File: src/cba_pkg.sv
// Shared constants and types for the CAN boot bit-rate detector.
package cba_pkg;
    localparam int MEASURE_W = 16;
    localparam logic [3:0] STUFF_TARGET = 4'h5;
    localparam int FRAME_BITS = 29;
    localparam logic [15:0] PRESCALE_SPAN = 16'h05ab;
    localparam logic [11:0] TQ_UNIT = 12'h03a;
    localparam logic [5:0] TQ_MIN = 6'h08;
    localparam logic [5:0] TQ_MAX = 6'h19;
    localparam logic [1:0] SJW_FIELD = 2'h1;
    localparam logic [10:0] ACK_ID = 11'h0e6;
    localparam logic [3:0] ACK_LEN = 4'h3;
    localparam logic [10:0] RECV_ID = 11'h005;
    localparam logic [10:0] RECV_MASK = 11'h7ff;
    localparam logic [7:0] CAN_LOAD_BYTES = 8'h80;
    localparam logic [7:0] SERIAL_LOAD_BYTES = 8'h20;
    localparam logic [23:0] LOAD_BASE = 24'h00fa40;
    localparam logic [15:0] XPER_SELECT = 16'h042d;
    localparam int BYTE_W = 8;
    localparam int FIFO_DEPTH = 8;
    localparam int RAM_AW = 7;
    localparam int RAM_WORDS = 128;
    typedef enum logic [5:0] {
        ST_WAIT = 6'h01,
        ST_MEASURE = 6'h02,
        ST_DIV_PRE = 6'h04,
        ST_DIV_TQ = 6'h08,
        ST_LOAD = 6'h10,
        ST_DONE = 6'h20
    } cba_state_t;
endpackage

File: src/cba_fifo.sv
// Small synchronous FIFO with valid/ready on both sides.
`timescale 1ns/1ps
module cba_fifo #(
    parameter int WIDTH = 8,
    parameter int DEPTH = 8
) (
    input wire logic clk, // System clock.
    input wire logic rst, // Asynchronous reset, active high.
    input wire logic in_valid, // Write side offers a word.
    output logic in_ready, // Space available.
    input wire logic [WIDTH-1:0] in_data, // Word written.
    output logic out_valid, // A word is stored.
    input wire logic out_ready, // Read side takes the word.
    output logic [WIDTH-1:0] out_data // Oldest stored word.
);
    localparam int AW = $clog2(DEPTH);
    logic [WIDTH-1:0] mem_ff [DEPTH];
    logic [AW-1:0] wr_ptr_ff;
    logic [AW-1:0] rd_ptr_ff;
    logic [AW:0] fill_ff;
    logic push;
    logic pop;

    assign in_ready = (fill_ff != (AW+1)'(DEPTH));
    assign out_valid = (fill_ff != '0);
    assign out_data = mem_ff[rd_ptr_ff];
    assign push = in_valid && in_ready;
    assign pop = out_valid && out_ready;

    always_ff @(posedge clk) begin
        if (push) begin
            mem_ff[wr_ptr_ff] <= in_data;
        end
    end

    always_ff @(posedge clk or posedge rst) begin
        if (rst) begin
            wr_ptr_ff <= '0;
            rd_ptr_ff <= '0;
            fill_ff <= '0;
        end else begin
            if (push) begin
                wr_ptr_ff <= (wr_ptr_ff == AW'(DEPTH-1)) ? '0 : wr_ptr_ff + 1'b1;
            end
            if (pop) begin
                rd_ptr_ff <= (rd_ptr_ff == AW'(DEPTH-1)) ? '0 : rd_ptr_ff + 1'b1;
            end
            if (push && !pop) begin
                fill_ff <= fill_ff + 1'b1;
            end else if (pop && !push) begin
                fill_ff <= fill_ff - 1'b1;
            end
        end
    end
endmodule // cba_fifo

File: src/cba_boot_ram.sv
// Boot load area: one write port, one read port with registered data.
`timescale 1ns/1ps
module cba_boot_ram (
    input wire logic clk, // System clock.
    input wire logic wr_en, // Write strobe.
    input wire logic [cba_pkg::RAM_AW-1:0] wr_addr, // Write location.
    input wire logic [cba_pkg::BYTE_W-1:0] wr_data, // Byte written.
    input wire logic [cba_pkg::RAM_AW-1:0] rd_addr, // Read location.
    output logic [cba_pkg::BYTE_W-1:0] rd_data // Byte read, one cycle late.
);
    logic [cba_pkg::BYTE_W-1:0] mem_ff [cba_pkg::RAM_WORDS];

    always_ff @(posedge clk) begin
        if (wr_en) begin
            mem_ff[wr_addr] <= wr_data;
        end
        rd_data <= mem_ff[rd_addr];
    end
endmodule // cba_boot_ram

File: src/cba_autobaud.sv
// Boot-time CAN bit-rate detection, message setup and start-up code loading.
`timescale 1ns/1ps
module cba_autobaud #(
    parameter logic [7:0] ACK_BYTE = 8'h5a, // Arbitrary value.
    parameter logic [15:0] CHIP_ID = 16'h1234 // Arbitrary value.
) (
    input wire logic clk, // System clock, 100 MHz.
    input wire logic rst, // Asynchronous reset, active high.
    input wire logic boot_loader_mode, // Boot strap level, caught after reset.
    input wire logic serial_receive_line, // Serial receive line.
    input wire logic can_receive_line, // CAN receive line, low is dominant.
    output logic can_transmit_line, // CAN transmit pin level.
    output logic can_transmit_oe_n, // Low while the pin is driven.
    output logic transmit_port_bit, // Port latch of the transmit pin.
    output logic can_enable, // CAN interface takes part in the bus.
    output logic timing_valid, // Bit timing fields are valid.
    output logic [cba_pkg::MEASURE_W-1:0] measure_count, // Final count.
    output logic [5:0] prescaler_field, // Prescaler field value.
    output logic [4:0] segment_one_field, // Segment one, quanta minus one.
    output logic [2:0] segment_two_field, // Segment two, quanta minus one.
    output logic [1:0] sjw_field, // Jump width, quanta minus one.
    input wire logic rx_valid, // Received message offered.
    output logic rx_ready, // Received message taken.
    input wire logic [10:0] rx_id, // Received standard identifier.
    input wire logic rx_remote, // Received message is a remote frame.
    input wire logic [7:0] rx_data, // First received data byte.
    output logic [10:0] ack_id, // Acknowledge object identifier.
    output logic [3:0] ack_len, // Acknowledge object length.
    output logic [7:0] ack_data0, // Generic acknowledge byte.
    output logic [7:0] ack_data1, // Chip identifier low byte.
    output logic [7:0] ack_data2, // Chip identifier high byte.
    output logic ack_tx_request, // One-cycle request to send acknowledge.
    output logic [10:0] recv_id, // Receive object identifier.
    output logic [10:0] recv_mask, // Receive object acceptance mask.
    output logic [15:0] peripheral_select, // Enabled extended peripherals.
    input wire logic store_stall, // Holds the load stores off.
    output logic [7:0] load_count, // Bytes stored so far.
    output logic jump_valid, // Load complete, start execution.
    output logic [23:0] jump_address, // Execution start address.
    input wire logic [cba_pkg::RAM_AW-1:0] ram_read_addr, // Load area read.
    output logic [cba_pkg::BYTE_W-1:0] ram_read_data // Load area data.
);
    cba_pkg::cba_state_t state_ff;
    cba_pkg::cba_state_t nxt_state;
    logic strap_taken_ff;
    logic boot_ff;
    logic can_prev_ff;
    logic [3:0] stuff_ff;
    logic [cba_pkg::MEASURE_W-1:0] count_ff;
    logic [cba_pkg::MEASURE_W-1:0] rem_ff;
    logic [11:0] divisor_ff;
    logic [5:0] quanta_ff;
    logic [5:0] pre_ff;
    logic ack_done_ff;
    logic [7:0] load_ff;
    logic start_low;
    logic can_rise;
    logic fifth_stuff;
    logic overflow;
    logic pre_step;
    logic tq_step;
    logic [5:0] quanta_round;
    logic rx_take;
    logic rx_is_load;
    logic fifo_in_ready;
    logic fifo_out_valid;
    logic fifo_out_ready;
    logic [7:0] fifo_out_data;

    // Segment split keeps sample point inside 70 to 80 percent.
    function automatic logic [2:0] seg_two_of(input logic [5:0] q);
        logic [5:0] t;
        t = (q + 6'h01) >> 2;
        return t[2:0];
    endfunction

    function automatic logic [5:0] clamp_quanta(input logic [5:0] q);
        if (q < cba_pkg::TQ_MIN) begin
            return cba_pkg::TQ_MIN;
        end else if (q > cba_pkg::TQ_MAX) begin
            return cba_pkg::TQ_MAX;
        end
        return q;
    endfunction

    // The strap is caught on the first edge after reset release.
    always_ff @(posedge clk or posedge rst) begin
        if (rst) begin
            strap_taken_ff <= 1'b0;
            boot_ff <= 1'b0;
        end else if (!strap_taken_ff) begin
            strap_taken_ff <= 1'b1;
            boot_ff <= boot_loader_mode;
        end
    end

    assign start_low = boot_ff && (!serial_receive_line || !can_receive_line);
    // One register stage on the line bounds the edge error to one cycle.
    assign can_rise = can_receive_line && !can_prev_ff;
    assign fifth_stuff = can_rise && (stuff_ff == cba_pkg::STUFF_TARGET - 4'h1);
    assign overflow = (count_ff == {cba_pkg::MEASURE_W{1'b1}});
    assign pre_step = (rem_ff >= cba_pkg::PRESCALE_SPAN);
    assign tq_step = (rem_ff >= 16'(divisor_ff));
    assign quanta_round = ({rem_ff[14:0], 1'b0} > 16'(divisor_ff)) ? quanta_ff + 6'h01 : quanta_ff;

    always_comb begin
        nxt_state = state_ff;
        case (state_ff)
            cba_pkg::ST_WAIT: begin
                if (start_low) begin
                    nxt_state = cba_pkg::ST_MEASURE;
                end
            end
            cba_pkg::ST_MEASURE: begin
                if (fifth_stuff) begin
                    nxt_state = cba_pkg::ST_DIV_PRE;
                end else if (overflow) begin
                    nxt_state = cba_pkg::ST_WAIT;
                end
            end
            cba_pkg::ST_DIV_PRE: begin
                if (!pre_step) begin
                    nxt_state = cba_pkg::ST_DIV_TQ;
                end
            end
            cba_pkg::ST_DIV_TQ: begin
                if (!tq_step) begin
                    nxt_state = cba_pkg::ST_LOAD;
                end
            end
            cba_pkg::ST_LOAD: begin
                if (load_ff == cba_pkg::CAN_LOAD_BYTES) begin
                    nxt_state = cba_pkg::ST_DONE;
                end
            end
            cba_pkg::ST_DONE: begin
                nxt_state = cba_pkg::ST_DONE;
            end
            default: begin
                nxt_state = cba_pkg::ST_WAIT;
            end
        endcase
    end

    always_ff @(posedge clk or posedge rst) begin
        if (rst) begin
            state_ff <= cba_pkg::ST_WAIT;
        end else begin
            state_ff <= nxt_state;
        end
    end

    // Measurement of the zero frame.
    always_ff @(posedge clk or posedge rst) begin
        if (rst) begin
            can_prev_ff <= 1'b1;
            stuff_ff <= 4'h0;
            count_ff <= '0;
        end else begin
            can_prev_ff <= can_receive_line;
            if (state_ff == cba_pkg::ST_WAIT) begin
                stuff_ff <= 4'h0;
                count_ff <= start_low ? 16'h0001 : 16'h0000;
            end else if (state_ff == cba_pkg::ST_MEASURE && !fifth_stuff) begin
                count_ff <= count_ff + 16'h0001;
                if (can_rise) begin
                    stuff_ff <= stuff_ff + 4'h1;
                end
            end
        end
    end

    // Two repeated-subtraction divisions; the second divides by 58 times the prescaler field plus one.
    always_ff @(posedge clk or posedge rst) begin
        if (rst) begin
            rem_ff <= '0;
            pre_ff <= 6'h00;
            divisor_ff <= cba_pkg::TQ_UNIT;
            quanta_ff <= 6'h00;
        end else begin
            case (state_ff)
                cba_pkg::ST_MEASURE: begin
                    rem_ff <= count_ff;
                    pre_ff <= 6'h00;
                    divisor_ff <= cba_pkg::TQ_UNIT;
                    if (fifth_stuff) begin
                        rem_ff <= count_ff;
                    end
                end
                cba_pkg::ST_DIV_PRE: begin
                    if (pre_step) begin
                        rem_ff <= rem_ff - cba_pkg::PRESCALE_SPAN;
                        pre_ff <= pre_ff + 6'h01;
                        divisor_ff <= divisor_ff + cba_pkg::TQ_UNIT;
                    end else begin
                        rem_ff <= count_ff;
                        quanta_ff <= 6'h00;
                    end
                end
                cba_pkg::ST_DIV_TQ: begin
                    if (tq_step) begin
                        rem_ff <= rem_ff - 16'(divisor_ff);
                        quanta_ff <= quanta_ff + 6'h01;
                    end
                end
                default: begin
                    rem_ff <= rem_ff;
                end
            endcase
        end
    end

    // Bit timing outputs, loaded once when the quotient settles.
    always_ff @(posedge clk or posedge rst) begin
        if (rst) begin
            timing_valid <= 1'b0;
            measure_count <= '0;
            prescaler_field <= 6'h00;
            segment_one_field <= 5'h00;
            segment_two_field <= 3'h0;
            sjw_field <= 2'h0;
        end else if (state_ff == cba_pkg::ST_DIV_TQ && !tq_step) begin
            timing_valid <= 1'b1;
            measure_count <= count_ff;
            prescaler_field <= pre_ff;
            // Quanta are clamped to the legal range before the split.
            segment_two_field <= seg_two_of(clamp_quanta(quanta_round)) - 3'h1;
            segment_one_field <= 5'(clamp_quanta(quanta_round)
                - 6'(seg_two_of(clamp_quanta(quanta_round))) - 6'h02);
            sjw_field <= cba_pkg::SJW_FIELD;
        end
    end

    // Pin and object setup once the bit rate is known.
    always_ff @(posedge clk or posedge rst) begin
        if (rst) begin
            can_enable <= 1'b0;
            transmit_port_bit <= 1'b0;
            can_transmit_oe_n <= 1'b1;
            ack_id <= 11'h000;
            ack_len <= 4'h0;
            ack_data0 <= 8'h00;
            ack_data1 <= 8'h00;
            ack_data2 <= 8'h00;
            recv_id <= 11'h000;
            recv_mask <= 11'h000;
        end else if (state_ff == cba_pkg::ST_DIV_TQ && !tq_step) begin
            can_enable <= 1'b1;
            transmit_port_bit <= 1'b1;
            can_transmit_oe_n <= 1'b0;
            ack_id <= cba_pkg::ACK_ID;
            ack_len <= cba_pkg::ACK_LEN;
            ack_data0 <= ACK_BYTE;
            ack_data1 <= CHIP_ID[7:0];
            ack_data2 <= CHIP_ID[15:8];
            recv_id <= cba_pkg::RECV_ID;
            recv_mask <= cba_pkg::RECV_MASK;
        end
    end

    // Transmit pin stays recessive; the CAN engine owns actual frames.
    assign can_transmit_line = 1'b1;
    // The selection is a constant so the host cannot change it here.
    assign peripheral_select = cba_pkg::XPER_SELECT;

    // Only the first remote frame for the acknowledge is answered.
    always_ff @(posedge clk or posedge rst) begin
        if (rst) begin
            ack_done_ff <= 1'b0;
            ack_tx_request <= 1'b0;
        end else begin
            ack_tx_request <= 1'b0;
            if (rx_take && rx_remote && rx_id == cba_pkg::ACK_ID && !ack_done_ff) begin
                ack_tx_request <= 1'b1;
                ack_done_ff <= 1'b1;
            end
        end
    end

    // Data frames for the receive object feed the FIFO in ST_LOAD; in ST_DONE they are taken and dropped; length is ignored.
    assign rx_is_load = !rx_remote && ((rx_id & cba_pkg::RECV_MASK) == cba_pkg::RECV_ID);
    assign rx_ready = (state_ff == cba_pkg::ST_LOAD || state_ff == cba_pkg::ST_DONE)
        && (!rx_is_load || fifo_in_ready);
    assign rx_take = rx_valid && rx_ready;

    cba_fifo #(
        .WIDTH(cba_pkg::BYTE_W),
        .DEPTH(cba_pkg::FIFO_DEPTH)
    ) u_fifo (
        .clk(clk),
        .rst(rst),
        .in_valid(rx_valid && rx_is_load && state_ff == cba_pkg::ST_LOAD),
        .in_ready(fifo_in_ready),
        .in_data(rx_data),
        .out_valid(fifo_out_valid),
        .out_ready(fifo_out_ready),
        .out_data(fifo_out_data)
    );

    // Stores stop at the byte limit so the area cannot wrap.
    assign fifo_out_ready = !store_stall && (load_ff < cba_pkg::CAN_LOAD_BYTES);

    always_ff @(posedge clk or posedge rst) begin
        if (rst) begin
            load_ff <= 8'h00;
            jump_valid <= 1'b0;
            jump_address <= 24'h000000;
        end else begin
            if (fifo_out_valid && fifo_out_ready) begin
                load_ff <= load_ff + 8'h01;
            end
            if (state_ff == cba_pkg::ST_LOAD && load_ff == cba_pkg::CAN_LOAD_BYTES) begin
                jump_valid <= 1'b1;
                jump_address <= cba_pkg::LOAD_BASE;
            end
        end
    end

    assign load_count = load_ff;

    cba_boot_ram u_ram (
        .clk(clk),
        .wr_en(fifo_out_valid && fifo_out_ready),
        .wr_addr(load_ff[cba_pkg::RAM_AW-1:0]),
        .wr_data(fifo_out_data),
        .rd_addr(ram_read_addr),
        .rd_data(ram_read_data)
    );
endmodule // cba_autobaud

File: config.mk
export PLATFORM = sky130hd
export DESIGN_NAME = cba_autobaud
export DESIGN_NICKNAME = d
export VERILOG_FILES = /design/src/cba_pkg.sv /design/src/cba_fifo.sv /design/src/cba_boot_ram.sv /design/src/cba_autobaud.sv
export SDC_FILE = /design/constraint.sdc
export NUM_CORES = 1
export LEC_CHECK = 0
export BUFFER_PORTS_ARGS = -buffer_cell sky130_fd_sc_hd__clkbuf_2
export CORE_ASPECT_RATIO = 1.5
export CORE_MARGIN = 1.5
export CORE_UTILIZATION = 45
export DETAILED_ROUTE_END_ITERATION = 10
export MAX_ROUTING_LAYER = met4
export PLACE_DENSITY = 0.66
export SLEW_MARGIN = 5
export SYNTH_ARGS = -nofsm -noshare
export SYNTH_HDL_FRONTEND = slang
export SYNTH_HIERARCHICAL = 1
export SYNTH_SLANG_ARGS = --single-unit
File: constraint.sdc
create_clock -name clk -period 10.58 [get_ports clk]
set_clock_uncertainty 0.1 [all_clocks]
set_input_delay 1.587 -clock clk [delete_from_list [all_inputs] [get_ports clk]]
set_output_delay 1.587 -clock clk [all_outputs]
set_load 0.01 [all_outputs]
; Word-level counts from Yosys, hierarchy flattened
; Memories as Yosys holds them, arrays and structs flattened. A register that Yosys moved wholly into a read port is not among the register bits.
; Index checks and enable logic that the tools add are counted.
[totals]
output_inout_bits = 157
memories = 2
ff_bits = 128
word_cells = 159
ramBits = 1088
input_bits = 34
[memory_table]
columns = name, words, word_bits, rd, rd_ports_with_merged_regs, write_ports, line
row1 = u_ram.mem_ff, 128, 8, 1, 1, 1, cba_boot_ram.sv:11  ; logic [cba_pkg::BYTE_W-1:0] mem_ff [cba_pkg::RAM_WORDS];
row2 = u_fifo.mem_ff, 8, 8, 1, 0, 1, cba_fifo.sv:17  ; logic [WIDTH-1:0] mem_ff [DEPTH];
[op_classes]
reduce_logical = 45
n_lt_le_gt_ge = 6
mux = 40
add_sub_neg = 16
eq_ne = 21
[op_table]
columns = cell, count
row1 = 2-to-1 mux 16 bit, 4
row2 = 2-to-1 mux 6 bit, 10
row3 = case mux 16 bit (3 select lines), 1
row4 = case mux 6 bit (6 select lines), 1
row5 = case mux 12 bit (2 select lines), 1
row6 = case mux 6 bit (2 select lines), 2
row7 = 2-to-1 mux 4 bit, 5
row8 = 2-to-1 mux 5 bit, 4
row9 = logical AND 1 bit, 19
row10 = "adder 16 x 1 -> 16 bit, second input constant", 1
row11 = "== test 16 bit, second input constant", 1
row12 = "greater-or-equal comparator 16 x 11 -> 1 bit, second input constant", 1
row13 = greater-or-equal comparator 16 x 12 -> 1 bit, 1
row14 = greater-than comparator 16 x 12 -> 1 bit, 1
row15 = "subtractor 16 x 11 -> 16 bit, second input constant", 1
row16 = subtractor 16 x 12 -> 16 bit, 1
row17 = "adder 12 x 6 -> 12 bit, second input constant", 1
row18 = "adder 6 x 1 -> 6 bit, second input constant", 2
row19 = 2-to-1 mux 12 bit, 1
row20 = "== test 11 x 3 -> 1 bit, second input constant", 1
row21 = "== test 11 x 8 -> 1 bit, second input constant", 1
row22 = logical NOT 1 bit, 11
row23 = "!= test 2 bit, second input constant", 5
row24 = nonzero test 2 bit, 5
row25 = other kinds (31), 47

; Depth between registers and ports, before layout
[logic_depth]
word_depth = 11
mapped_depth = 17
mapped_depth_nobuf = 16

; Modules after synthesis
; The synthesis kept the hierarchy.
[by_module_without_submodules]
columns = mod, area_per_inst_um2, seq_area_each_um2, instances, cells_each
row1 = cba_boot_ram, 39665.5, 30909.6, 1, 1635
row2 = cba_autobaud, 7947.6, 2786.4, 1, 917
row3 = cba_fifo, 3149.3, 2172.1, 1, 156

; Least setup slack after synthesis
; OpenSTA, ideal clock, no wires.
[synth_path]
path_type = input port to flip-flop
start = in rx_id[1]
end = reg u_fifo.fill_ff[3]
required_ns = 10.343
arrival_ns = 4.397
path_slack_ns = 5.946
n_path_buf = 0
setup_ns = 0.137
path_stages = 11
cell_sequence = or4b_2 > or4_1 > nor3_1 > nand2_4 > inv_1 > ha_1 > inv_1 > ha_1 > or4_1 > nand3_1 > o221ai_1
[synth_between]
elab_chain_cells = 8
word_cells_on_any_way = 10
cone_classes = 1 x eq/ne / 1 x mux / 8 x reduce/logical
[synth_rtl]
columns = element, line
row1 = from (decl), cba_autobaud.sv:24  ; input wire logic [10:0] rx_id,
row2 = == test 11 x 3 -> 1 bit *, cba_autobaud.sv:281  ; assign rx_is_load = !rx_remote && ((rx_id & cba_pkg::RECV_MASK) == cba_pkg::RECV_ID);
row3 = logical AND 1 bit *, cba_autobaud.sv:281
row4 = logical AND 1 bit * (2 in a row), cba_autobaud.sv:292  ; .in_valid(rx_valid && rx_is_load && state_ff == cba_pkg::ST_LOAD),
row5 = logical AND 1 bit *, cba_fifo.sv:27  ; assign push = in_valid && in_ready;
row6 = named net u_fifo.push, cba_fifo.sv:21  ; logic push;
row7 = logical NOT 1 bit, cba_fifo.sv:50  ; end else if (pop && !push) begin
row8 = logical AND 1 bit, cba_fifo.sv:50
row9 = nonzero test 2 bit (no line), --
row10 = to (signal assigned), cba_fifo.sv:49  ; fill_ff <= fill_ff + 1'b1;
row11 = to (signal assigned), cba_fifo.sv:51  ; fill_ff <= fill_ff - 1'b1;
row12 = to (decl), cba_fifo.sv:20  ; logic [AW:0] fill_ff;
; The timed path passes the listed nets; every way through them passes the cells marked *.
; A chain may end at the register's enable or synchronous reset.

; Worst setup path in the final report
[layout_path]
start = in rx_id[1]
end = out rx_ready
[layout_between]
elab_chain_cells = 5
[layout_rtl]
columns = element, line
row1 = == test 11 x 3 -> 1 bit, cba_autobaud.sv:281
row2 = logical AND 1 bit, cba_autobaud.sv:281
row3 = logical NOT 1 bit, cba_autobaud.sv:283  ; && (!rx_is_load || fifo_in_ready);
row4 = logical OR 1 bit, cba_autobaud.sv:283
row5 = logical AND 1 bit, cba_autobaud.sv:283
row6 = to (decl), cba_autobaud.sv:23  ; output logic rx_ready,
; No other way between the ends.

==> run_results.csv <==
group,metric,value,unit
critical_path,arrival,3.24,ns
drt,wire_per_inst,26.7,um
yosys,yosys.cell_types.count,96,
yosys,ys_seq_area_share,70.7,%
clock_tree,htree_levels,3,
timing,fin_crit_sh,46.6,%
timing,fmax,203,MHz
clock_tree,numCtsBuffers,111,
grt,grt_usage,20.9,%
timing,maxSlewHeadroom,15.7,%
drt,vias,25700,
pwr,pwr-share-clk,40.5,%
final_layout,nNetsFinal,2891,
timing,finalSetupViolCount,0,
yosys,synth.most_common_cell,"edfxtp_1",
yosys,syn_inst,2708,
pwr,net-switching-power,2390,uW
clock_tree,clkLatencyLatePin,0.73,ns
final_layout,num-fill-cells,8832,
yosys,synth_edf_count,1088,
flow_run,cap_violations,0,
timing,hold_slack,0.358,ns
timing,rsz0062_at_grt,"false",
critical_path,worstSetupStartpointType,"input pin",
yosys,synth_warnings,6,
final_layout,drive_above_1_share,25.8,%
critical_path,cp_cell_sequence,"clkbuf_2, or4b_2, or4_1, o21ai_0, inv_1, clkbuf_2",
timing,min_period,4.93,ns
critical_path,cp.required,8.89,ns
floorplan,die_area,0.115,sq mm
pwr,powerDensity,183,mW/mm^2
grt,grt.met1_usage,23.6,%
critical_path,slowest_delay,0.65,ns
drt,viasPerCell,5.90,
pwr,combPwrFrac,8.3,%
critical_path,cpMostUsedCell,"clkbuf_2",
yosys,synth_common_cells,"edfxtp_1 (1088), mux4_2 (344), nor2_1 (189), nand2_1 (140), buf_4 (121)",
drt,firstDrtPassIters,6,
clock_tree,max-clock-path-buffers,3,
clock_tree,cts_tree,"built",
yosys,synth_top_area_share,64.4,%
pwr,leakagePower,0.0186,uW
critical_path,crit_buf_inv,3,
critical_path,end_kind,"output port",
clock_tree,clk_pin_slew,0.06,ns
yosys,mappedNetlistArea,0.0508,sq mm
floorplan,core_area,0.112,sq mm
grt,grt_busiest_layer,"met2",
critical_path,crit_family,"simple AND/OR/NAND/NOR gates",
floorplan,dieWidth,277,um
timing,tightest_slew,1.26,ns
drt,drt_first_iter_violations,2487,
grt,grt_start_max_net_pins,132,
drt,drc_errors,0,
floorplan,num_rows,150,
pwr,p_int,7930,uW
timing,fin_tns_setup,0,ns
place,io_buffer_count,123,
clock_tree,cts.sinks,1217,
place,hpwlAfterDp,75500,um
floorplan,die_height,414,um
floorplan,io_pins,191,
place,gp_congestion,0.868,
yosys,ys_top_cells_by_area,"edfxtp_1 (64%), mux4_2 (15%), dfrtp_1 (5.6%)",
clock_tree,post-cts-setup-buffer-count,0,
grt,grt_pass1_wl,173000,um
yosys,ys_seq_elements,1217,
grt,grtUsageMet3,2.84,%
min_path,hp-class,"flop to flop",
critical_path,worstPathMaxFanout,2,
yosys,synthArstFlopShare,9.94,%
grt,grt_pass1_vias,26400,
pwr,p_sw_share,23.2,%
grt,overflow,0,
yosys,syn_avg_cell_area,18.7,sq um
timing,hold_viol_final,0,
pwr,pwr-share-seq,51.2,%
pwr,ir_worst_vdd,0.128,mV
floorplan,start_util,45.5,%
clock_tree,holdBufCountCts,0,
timing,final-max-slew-violation-count,0,
critical_path,critPathKind,"input pin to output port",
grt,antenna_found_initial,3,
yosys,ys.flop_type,"edfxtp_1",
drt,ant_nets,0,
clock_tree,post_cts_resize_count,0,
run_status,status,"complete, no violations",
yosys,yosysTopAreaCell,"edfxtp_1",
critical_path,cp_slowest_cell,"or4b_2",
drt,wl,116000,um
final_layout,syn_to_final_growth,10.9,%
clock_tree,cts_root_buffer,"clkbuf_16",
grt,grt_use_met2,38.1,%
## cell families (layout without fill, tap and decap cells)
family / count (synthesis) / count (layout) / synth area share (%)
flip-flops: 1217 / 1217 / 70.7
AND/OR/NAND/NOR: 532 / 532 / 5.00
multiplexers: 382 / 382 / 16.4
buffers and inverters: 282 / 412 / 3.15
AO/OA/AOI/OAI: 194 / 194 / 2.65
XOR/XNOR: 51 / 51 / 0.917
adder cells (fa/ha/maj): 48 / 48 / 1.23
other: 2 / 72 / 0.0148
## power groups by stage
stage,sequential (uW),combinational [uW],clock [uW]
finish,5280,857,4180
global route,5280,931,4440
CTS,5280,858,4260
detailed placement,5380,854,0
global placement,5380,833,0
floorplan,5350,682,0
## per-stage QoR
| stage | std cells | util, % | power (uW) | area (sq um) | worst slack (ns) |
|---|---|---|---|---|---|
| finish | 4352 | 50.4 | 10300 | 56300 | 5.65 |
| global route | 4351 | 50.4 | 10700 | 56300 | 5.57 |
| CTS | 4348 | 50.3 | 10400 | 56200 | 5.64 |
| detailed placement | 4139 | 46.9 | 6240 | 52400 | 5.22 |
| global placement | 4139 | 46.9 | 6210 | 52400 | 5.25 |
| floorplan | 2775 | - | 6030 | 51000 | 5.95 |
## sequential cells by signal, summed over array words and instances (netlist names), 8 cells and up
signal,count
divisor_ff,11
u_fifo/mem_ff,64
rem_ff,16
u_ram/rd_data,8
count_ff,16
load_count,8
measure_count,16
u_ram/mem_ff,1024
## cells in the final DEF (no fill, tap or decap), types with 22 or more instances in the layout
cell type	n
nand3_1	39
clkinv_1	22
dfrtp_1	114
inv_1	42
nand2_1	140
o21ai_0	41
nor2_1	189
nor3_1	25
xnor2_1	31
a21oi_1	44
clkbuf_2	119
edfxtp_1	1088
ha_1	45
conb_1	69
clkbuf_16	112
mux4_2	344
buf_4	33
## final timing paths
kind,end,from,depth (start not counted),slack (ns)
setup / recovery,rx_ready,rx_id[1],6,5.65
hold / removal,ack_done_ff$_DFFE_PP0P_,ack_done_ff$_DFFE_PP0P_,1,0.36
setup reg to reg,segment_one_field[4]$_DFFE_PP0P_,divisor_ff[5]$_DFFE_PP1P_,16,6.08
hold reg to reg,ack_done_ff$_DFFE_PP0P_,ack_done_ff$_DFFE_PP0P_,1,0.36
max in group asynchronous,rem_ff[15]$_DFFE_PP0P_,rst,3,8.21
min in group asynchronous,prescaler_field[2]$_DFFE_PP0P_,rst,2,0.77
## metal layers
metal,vias to the layer above,part of all wire [%]
li1,10900,-
met1,13500,36
met2,1007,55
met3,191,5.4
met4,0,3.4
met5,-,0
## final cells by class
| class | instances | area, sq um | share of cell area (%) |
|---|---|---|---|
| inverters | 44 | 168 | 0.298 |
| diodes | 3 | 7.51 | 0.0133 |
| flip-flops and latches | 1217 | 35900 | 63.7 |
| well taps | 1444 | 1810 | 3.21 |
| clock buffers | 133 | 2930 | 5.21 |
| multi-input cells | 1276 | 13600 | 24.2 |
| repair buffers | 159 | 966 | 1.72 |
| clock inverters | 76 | 916 | 1.63 |
Power figures use the tool's default switching activity.
